`config.mk`:
```
export PLATFORM = sky130hd
export DESIGN_NAME = dbgua_top
export DESIGN_NICKNAME = d
export VERILOG_FILES = /design/src/pkg/dbgua_pkg.sv /design/src/verilog/dbgua_top.sv
export SDC_FILE = /design/constraint.sdc
export NUM_CORES = 1
export LEC_CHECK = 0
export ABC_AREA = 1
export BUFFER_PORTS_ARGS = -buffer_cell sky130_fd_sc_hd__buf_2
export CAP_MARGIN = 20
export CELL_PAD_IN_SITES_DETAIL_PLACEMENT = 0
export CELL_PAD_IN_SITES_GLOBAL_PLACEMENT = 1
export CORE_MARGIN = 1.5
export CORE_UTILIZATION = 44
export CTS_BUF_LIST = sky130_fd_sc_hd__clkbuf_16
export DETAILED_ROUTE_END_ITERATION = 10
export PLACE_DENSITY = 0.76
export SETUP_SLACK_MARGIN = 0.1
export SLEW_MARGIN = 15
export SYNTH_ARGS = -nofsm -noshare
export SYNTH_HDL_FRONTEND = slang
export SYNTH_SLANG_ARGS = --single-unit
```
`constraint.sdc`:
```
create_clock -name clk_i -period 4.2 [get_ports clk_i]
set_input_delay 0.42 -clock clk_i [delete_from_list [all_inputs] [get_ports clk_i]]
set_output_delay 0.42 -clock clk_i [all_outputs]
set_load 0.05 [all_outputs]
```
`src/pkg/dbgua_pkg.sv`:
```
// Overview of operation
// - Idle transmit line stays high; receiver idles high.
// - Frame: low start, eight LSB-first, high stop.
// - Status bit 4 flags low stop bit.
// - Status bit 3 copies prior receive-full.
// - Bit 2 sets on receive, clears on read.
// - Bit 1 shows transmit holding register occupied.
// - Bit 0 shows transmit shifter running.
// - Low data read: byte low, upper zero.
// - Receive interrupt on every completed byte transfer.
// - Low data write sends bits 7:0 only.
// - Idle transmitter: load, interrupt, start at once.
// - Busy transmitter: hold byte until frame ends.
// - High data register mirrors low, bits 15:8.
// - Holding register empties when its byte starts.
// - Receiver detects start on falling edge while idle.
// - Eight data bits sampled mid-bit, LSB first.
// - After byte and flags, receiver returns idle.
// - Rate is clock over (prescale+1) times period.
// - Divider register resets to zero.
// - Receiver samples on the prescaler output tick.
package dbgua_pkg;

    // Register addresses on the processor data bus.
    localparam logic [15:0] ADDR_FLAGS     = 16'hc028;
    localparam logic [15:0] ADDR_BYTE_LOW  = 16'hc029;
    localparam logic [15:0] ADDR_BYTE_HIGH = 16'hc02a;
    localparam logic [15:0] ADDR_DIVIDER   = 16'hc02b;

    // Field layout of the divider pair and reset values.
    localparam int          PRESCALE_LSB   = 8;
    localparam int          PERIOD_LSB     = 0;
    localparam logic [15:0] DIVIDER_RESET  = 16'h0000;
    localparam logic [7:0]  BYTE_RESET     = 8'h00;

    // Frame shape: start, eight data bits, stop.
    localparam int          DATA_BITS      = 8;
    localparam int          FRAME_BITS     = 10;
    localparam logic [3:0]  LAST_DATA_IDX  = 4'h7;
    localparam logic [3:0]  LAST_FRAME_IDX = 4'h9;

    // Status word, packed from bit 4 down to bit 0.
    typedef struct packed {
        logic stop_bit_error_flag;     // Bit 4.
        logic receive_overwrite_flag;  // Bit 3.
        logic receive_holding_full;    // Bit 2.
        logic transmit_holding_full;   // Bit 1.
        logic transmit_shifter_active; // Bit 0.
    } dbgua_flags_type;

    // Transmitter states.
    typedef enum logic [1:0] {
        TX_IDLE  = 2'b01,
        TX_SHIFT = 2'b10
    } dbgua_tx_state_type;

    // Receiver states.
    typedef enum logic [3:0] {
        RX_IDLE  = 4'b0001,
        RX_START = 4'b0010,
        RX_DATA  = 4'b0100,
        RX_STOP  = 4'b1000
    } dbgua_rx_state_type;

endpackage

```
`src/verilog/dbgua_top.sv`:
```
`timescale 1ns/1ps
module dbgua_top (
    input  wire logic        clk_i,             // 10 MHz master clock.
    input  wire logic        sys_rst_i,         // Async reset, active high.
    input  wire logic [15:0] addr_i,            // Register address.
    input  wire logic        wr_i,              // Write strobe.
    input  wire logic        rd_i,              // Read strobe.
    input  wire logic [15:0] wdata_i,           // Write data.
    output logic      [15:0] rdata_o,           // Read data, next cycle.
    input  wire logic        rxd_i,             // Serial receive line.
    output logic             txd_o,             // Serial transmit line.
    output logic             transmit_started_irq_o, // One-cycle pulse.
    output logic             byte_received_irq_o     // One-cycle pulse.
);

    // Address decode.
    logic sel_flags;
    logic sel_low;
    logic sel_high;
    logic sel_div;
    logic data_wr;
    logic data_rd;
    assign sel_flags = (addr_i == dbgua_pkg::ADDR_FLAGS);
    assign sel_low   = (addr_i == dbgua_pkg::ADDR_BYTE_LOW);
    assign sel_high  = (addr_i == dbgua_pkg::ADDR_BYTE_HIGH);
    assign sel_div   = (addr_i == dbgua_pkg::ADDR_DIVIDER);
    assign data_wr   = wr_i && (sel_low || sel_high);
    assign data_rd   = rd_i && (sel_low || sel_high);

    // The written byte comes from the lane of the register addressed.
    logic [7:0] wr_byte;
    assign wr_byte = sel_high ? wdata_i[15:8] : wdata_i[7:0];

    // Divider register; zero after reset so boot code must set it.
    logic [15:0] div_q;
    logic [7:0]  prescale_divider;
    logic [7:0]  bit_period_divider;
    assign prescale_divider   = div_q[dbgua_pkg::PRESCALE_LSB +: 8];
    assign bit_period_divider = div_q[dbgua_pkg::PERIOD_LSB +: 8];

    always_ff @(posedge clk_i or posedge sys_rst_i) begin
        if (sys_rst_i) begin
            div_q <= dbgua_pkg::DIVIDER_RESET;
        end else if (wr_i && sel_div) begin
            div_q <= wdata_i;
        end
    end

    // Prescaler: one sample tick every prescale_divider + 1 clocks.
    logic [7:0] pre_cnt_q;
    logic       tick;
    assign tick = (pre_cnt_q == prescale_divider);

    always_ff @(posedge clk_i or posedge sys_rst_i) begin
        if (sys_rst_i) begin
            pre_cnt_q <= 8'h00;
        end else if (tick) begin
            pre_cnt_q <= 8'h00;
        end else begin
            pre_cnt_q <= pre_cnt_q + 8'h01;
        end
    end

    // Bit period end: the period divider wraps after its full count.
    // A zero divider behaves as 256 ticks; software must avoid it.
    logic [7:0] period_last;
    assign period_last = bit_period_divider - 8'h01;

    // ---------------- Transmitter ----------------
    dbgua_pkg::dbgua_tx_state_type tx_state_q;
    logic [9:0] tx_shift_q;
    logic [7:0] tx_hold_q;
    logic       tx_hold_full_q;
    logic [7:0] tx_div_q;
    logic [3:0] tx_bit_q;
    logic       tx_irq_q;
    logic       tx_active;
    logic       tx_bit_end;
    logic       tx_frame_end;
    logic       tx_load_now;
    logic       tx_load_held;
    logic       tx_free;

    assign tx_active    = (tx_state_q == dbgua_pkg::TX_SHIFT);
    assign tx_bit_end   = tx_active && tick && (tx_div_q == period_last);
    assign tx_frame_end = tx_bit_end &&
                          (tx_bit_q == dbgua_pkg::LAST_FRAME_IDX);
    // Software is trusted not to write while the holding byte waits.
    // A write in the last stop-bit cycle goes straight to the shifter,
    // otherwise the byte would wait in holding with the shifter idle.
    assign tx_free      = !tx_active || tx_frame_end;
    assign tx_load_now  = data_wr && tx_free && !tx_hold_full_q;
    assign tx_load_held = tx_frame_end && tx_hold_full_q;

    // Transmit state and shifter; the line reads the shifter LSB.
    always_ff @(posedge clk_i or posedge sys_rst_i) begin
        if (sys_rst_i) begin
            tx_state_q <= dbgua_pkg::TX_IDLE;
            tx_shift_q <= 10'h3ff;
            tx_div_q   <= 8'h00;
            tx_bit_q   <= 4'h0;
        end else if (tx_load_now || tx_load_held) begin
            tx_state_q <= dbgua_pkg::TX_SHIFT;
            tx_shift_q <= {1'b1, (tx_load_now ? wr_byte : tx_hold_q),
                           1'b0};
            tx_div_q   <= 8'h00;
            tx_bit_q   <= 4'h0;
        end else if (tx_frame_end) begin
            tx_state_q <= dbgua_pkg::TX_IDLE;
            tx_shift_q <= 10'h3ff;
        end else if (tx_bit_end) begin
            tx_shift_q <= {1'b1, tx_shift_q[9:1]};
            tx_div_q   <= 8'h00;
            tx_bit_q   <= tx_bit_q + 4'h1;
        end else if (tx_active && tick) begin
            tx_div_q   <= tx_div_q + 8'h01;
        end
    end

    assign txd_o = tx_shift_q[0];

    // Holding register: fills only while busy, empties on load.
    always_ff @(posedge clk_i or posedge sys_rst_i) begin
        if (sys_rst_i) begin
            tx_hold_q      <= dbgua_pkg::BYTE_RESET;
            tx_hold_full_q <= 1'b0;
        end else if (data_wr && !tx_load_now && !tx_hold_full_q) begin
            tx_hold_q      <= wr_byte;
            tx_hold_full_q <= 1'b1;
        end else if (tx_load_held) begin
            tx_hold_full_q <= 1'b0;
        end
    end

    // Transmit interrupt pulses on every shifter load.
    always_ff @(posedge clk_i or posedge sys_rst_i) begin
        if (sys_rst_i) begin
            tx_irq_q <= 1'b0;
        end else begin
            tx_irq_q <= tx_load_now || tx_load_held;
        end
    end

    assign transmit_started_irq_o = tx_irq_q;

    // ---------------- Receiver ----------------
    dbgua_pkg::dbgua_rx_state_type rx_state_q;
    logic       rxd_prev_q;
    logic [7:0] rx_div_q;
    logic [7:0] rx_shift_q;
    logic [2:0] rx_bit_q;
    logic [7:0] rx_data_q;
    logic       rx_full_q;
    logic       rx_orun_q;
    logic       rx_ferr_q;
    logic       rx_irq_q;
    logic       rx_start_seen;
    logic       rx_sample;
    logic       rx_done;

    // A high-to-low step on the line while idle begins a frame.
    assign rx_start_seen = (rx_state_q == dbgua_pkg::RX_IDLE) &&
                           rxd_prev_q && !rxd_i;
    assign rx_sample     = (rx_state_q != dbgua_pkg::RX_IDLE) && tick &&
                           (rx_div_q == 8'h00);
    assign rx_done       = rx_sample &&
                           (rx_state_q == dbgua_pkg::RX_STOP);

    always_ff @(posedge clk_i or posedge sys_rst_i) begin
        if (sys_rst_i) begin
            rxd_prev_q <= 1'b1;
        end else begin
            rxd_prev_q <= rxd_i;
        end
    end

    // Sample timer: half a bit to the start centre, then whole bits.
    always_ff @(posedge clk_i or posedge sys_rst_i) begin
        if (sys_rst_i) begin
            rx_div_q <= 8'h00;
        end else if (rx_start_seen) begin
            rx_div_q <= {1'b0, bit_period_divider[7:1]};
        end else if (rx_sample) begin
            rx_div_q <= period_last;
        end else if (tick && rx_div_q != 8'h00) begin
            rx_div_q <= rx_div_q - 8'h01;
        end
    end

    // Receive sequencer. A start bit found high at its centre is
    // taken as a glitch and dropped, which avoids false frames.
    always_ff @(posedge clk_i or posedge sys_rst_i) begin
        if (sys_rst_i) begin
            rx_state_q <= dbgua_pkg::RX_IDLE;
            rx_shift_q <= dbgua_pkg::BYTE_RESET;
            rx_bit_q   <= 3'h0;
        end else if (rx_start_seen) begin
            rx_state_q <= dbgua_pkg::RX_START;
        end else if (rx_sample) begin
            unique case (rx_state_q)
                dbgua_pkg::RX_START: begin
                    rx_state_q <= rxd_i ? dbgua_pkg::RX_IDLE
                                        : dbgua_pkg::RX_DATA;
                    rx_bit_q   <= 3'h0;
                end
                dbgua_pkg::RX_DATA: begin
                    rx_shift_q <= {rxd_i, rx_shift_q[7:1]};
                    rx_bit_q   <= rx_bit_q + 3'h1;
                    if ({1'b0, rx_bit_q} == dbgua_pkg::LAST_DATA_IDX) begin
                        rx_state_q <= dbgua_pkg::RX_STOP;
                    end
                end
                dbgua_pkg::RX_STOP: begin
                    rx_state_q <= dbgua_pkg::RX_IDLE;
                end
                dbgua_pkg::RX_IDLE: begin
                    rx_state_q <= dbgua_pkg::RX_IDLE;
                end
            endcase
        end
    end

    // Byte transfer and receive flags; a new byte beats a read.
    always_ff @(posedge clk_i or posedge sys_rst_i) begin
        if (sys_rst_i) begin
            rx_data_q <= dbgua_pkg::BYTE_RESET;
            rx_full_q <= 1'b0;
            rx_orun_q <= 1'b0;
            rx_ferr_q <= 1'b0;
        end else if (rx_done) begin
            rx_data_q <= rx_shift_q;
            rx_ferr_q <= !rxd_i;
            rx_orun_q <= rx_full_q;
            rx_full_q <= 1'b1;
        end else if (data_rd) begin
            rx_full_q <= 1'b0;
        end
    end

    // Receive interrupt pulses on every transfer.
    always_ff @(posedge clk_i or posedge sys_rst_i) begin
        if (sys_rst_i) begin
            rx_irq_q <= 1'b0;
        end else begin
            rx_irq_q <= rx_done;
        end
    end

    assign byte_received_irq_o = rx_irq_q;

    // ---------------- Read path ----------------
    dbgua_pkg::dbgua_flags_type flags;
    assign flags.stop_bit_error_flag     = rx_ferr_q;
    assign flags.receive_overwrite_flag  = rx_orun_q;
    assign flags.receive_holding_full    = rx_full_q;
    assign flags.transmit_holding_full   = tx_hold_full_q;
    assign flags.transmit_shifter_active = tx_active;

    // Unmapped addresses read as zero.
    logic [15:0] rd_mux;
    assign rd_mux = sel_flags ? {11'h000, flags} :
                    sel_low   ? {8'h00, rx_data_q} :
                    sel_high  ? {rx_data_q, 8'h00} :
                    sel_div   ? div_q : 16'h0000;

    logic [15:0] rdata_q;
    always_ff @(posedge clk_i or posedge sys_rst_i) begin
        if (sys_rst_i) begin
            rdata_q <= 16'h0000;
        end else if (rd_i) begin
            rdata_q <= rd_mux;
        end
    end

    assign rdata_o = rdata_q;
endmodule

```
==> flow_summary.toml <==
[outcome]
status = "complete, no violations"

[final_layout]
syn2layout_area_growth_pct = 11.5
layout.cells.non_filler = 1033
design_area_um2 = 6820
n_antenna_cell = 0
drive_gt1_frac = 0.160
fin_nets = 897

[clock_tree]
post-cts-setup-buffer-count = 0
root_buffer = "clkbuf_16"
cts_hold_buffers = 0
cts_tree = "built"
ctsResizeCount = 0
cts.clk_slew.worst_paths_ns = 0.08
insertion_delay_ns = 0.36
htree_levels = 3
cts.sinks = 109
cts_max_path_buffers = 2
numCtsBuffers = 9

[sta]
fmax_ghz = 0.344
rsz0062_at_grt = "false"
slew_headroom = 0.360
finalMaxSlewViolations = 0
min_period_ns = 2.90
hold_viol = 0
min_period_over_period = 0.691
fin_skew_ns = 0.0102
final.setup.tns_ns = 0
worst_pin_slew_ns = 0.960
setup_viol = 0

[placement]
place_inst = 1017
post-dp-hpwl_um = 11400
routabilityCongestion = 0.867
placed_area_um2 = 6540
port_buffers = 55

[floorplan]
rows = 42
die_h_um = 121
coreArea_um2 = 13400
die_area_um2 = 14600
ios = 56
start_util = 0.457
die_x_um = 121

[job]
cap_violations = 0

[worst_setup_path]
critPathArrivalTime_ns = 3.15
cp.required_ns = 4.45
critPathLaunchType = "flip-flop"
critPathMaxFanout = 12
crit_type = "reg -> reg"
critPathCaptureType = "flip-flop"

[worst_hold_path]
hold_class = "in -> reg"

[global_routing]
grt_antenna_before_repair = 0
grt_max_degree = 77
gr-total-overflow = 0
grt_pass1_wl_um = 26000
grt_pass1_vias = 5067
track_usage = 0.228

[logic_synthesis]
yosys_warnings = 0
yosys-top-cells-area = "dfrtp_1 (40%), nand2_1 (14%), inv_1 (7.7%), o21ai_0 (6.2%), dfstp_2 (5.2%)"
synthFlopType = "dfrtp_1"
synth_cells = 804
synth_top_area_share = 0.397
ys_seq_elements = 109
synth.cell_area_um2 = 6120
synth_area_per_cell_um2 = 7.61
ys_seq_area_frac = 0.448
synth-edff-count = 0
synth_top_cell_by_area = "dfrtp_1"
synth_fp_nets = 849
synth_cell_types = 41
synthArstFlopShare = 1.00

[routing]
vias_per_cell = 5.06
routed_wl_um = 15300
via_count = 5232
ant_nets = 0
drtPass1Iterations = 5
route.detailed.wl_per_inst_um = 14.8
first_iter_violations = 471
drc = 0

[power]
power.density_nw_per_um2 = 349
p_leak_nw = 3.50
ir_worst_vdd_mv = 0.227
-- cells in the mapped netlist, types with 10 or more instances --
library cell    n
o22ai_1        12
inv_2          10
clkbuf_1       15
nor3_1         14
dfrtp_1        97
nand2_2        10
nand4_1        22
a21oi_1        14
o21ai_0        76
nor2_1         40
dfstp_2        12
nand3_1        37
nand2_1       231
xor2_1         12
inv_1         125
-- cell families after synthesis --
logic type                 share of synthesized area
and+or+nand+nor                                0.283
buffers and inverters                          0.102
AOI/OAI and AO/OA                              0.119
DFF                                            0.448
xor gates and xnor gates                      0.0172
muxes                                         0.0147
adders and majority gates                     0.0164
-- flip-flops by register name (all words and copies together), names as in the netlist, 2 cells and up --
signal and cells:
rx_state_q 4, rx_div_q 8, tx_div_q 8, rx_shift_q 8, pre_cnt_q 8, tx_hold_q 8, rdata_o 16, tx_state_q 2
tx_bit_q 4, rx_bit_q 3, div_q 16, tx_shift_q 9, rx_data_q 8
-- critical path: stages, from the launching register on --
cell and delay [ns]:
dfrtp_1 0.46, inv_2 0.13, ha_1 0.22, nand2_2 0.08
nor2_1 0.15, nand3_1 0.13, nand3_1 0.10, nand2_1 0.10
nor2_4 0.17, nand4_4 0.23, nand2_4 0.20, nand3_2 0.24
nand2_2 0.28, inv_2 0.12, nand3_1 0.11, nand2_1 0.05
-- cell type report --
cell class | instances | area [µm²]
Inverter | 137 | 517
Sequential cell | 109 | 2740
Timing Repair Buffer | 59 | 305
Fill cell | 1345 | 6580
Tap cell | 176 | 220
Clock buffer | 9 | 225
Clock inverter | 7 | 58.8
Multi-Input combinational cell | 536 | 2760
-- metal layers --
| metal | track usage | vias to the layer above | share of wire |
|---|---|---|---|
| li1 | - | 2685 | - |
| met1 | 0.316 | 2436 | 0.49 |
| met2 | 0.363 | 96 | 0.46 |
| met3 | 0.0498 | 15 | 0.038 |
| met4 | 0.0559 | 0 | 0.016 |
| met5 | 0 | - | 0 |
-- power by group --
part | switching [W] | internal [W]
Clock | 0.000417 | 0.000412
Combinational | 0.000237 | 0.000140
Sequential | 0.0000488 | 0.00113
-- through the flow --
stage / power, W / hold WS (ns) / setup WS [ns] / utilization
3_5_place_dp: 0.00157 / 0.461 / 1.35 / 0.488
6_report: 0.00238 / 0.205 / 1.30 / 0.509
4_1_cts: 0.00241 / 0.196 / 1.33 / 0.509
2_1_floorplan: 0.00146 / 0.424 / 0.926 / -
3_3_place_gp: 0.00155 / 0.460 / 1.44 / 0.488
5_1_grt: 0.00252 / 0.188 / 0.984 / 0.509
-- cell usage in the layout, fill, tap and decap left out, types with 2 or more instances in the layout --
cell type and n:
nand2_1 231, clkbuf_16 9, dfrtp_1 97, clkinv_1 3, mux2_2 8, nand3_2 9, nor2_2 3, nor2_4 3
nand2_2 10, ha_1 8, o311ai_0 8, inv_8 2, o21ai_0 76, inv_1 124, nor2_1 40, buf_4 4
a31oi_1 2, nor4_1 4, nand4_1 22, o211ai_1 3, inv_2 10, clkinvlp_4 2, o21ai_1 3, o22ai_1 12
dfstp_2 12, buf_2 55, nand3_1 37, a21oi_1 14, xor2_1 12, nor3_1 14, o221ai_1 4, nand2_4 3
-- worst paths after layout --
kind,start,end,slack [ns],cells after the start
min in group asynchronous,sys_rst_i,rx_state_q[1],0.27,2
max in group asynchronous,sys_rst_i,tx_shift_q[7],2.89,3
worst max register to register,div_q[0],tx_div_q[0],1.30,15
worst min register to register,tx_shift_q[6],tx_shift_q[6],0.47,2
worst max-delay path,div_q[0],tx_div_q[0],1.30,15
worst min-delay path,rxd_i,rxd_prev_q,0.21,1
Power figures use the tool's default switching activity.
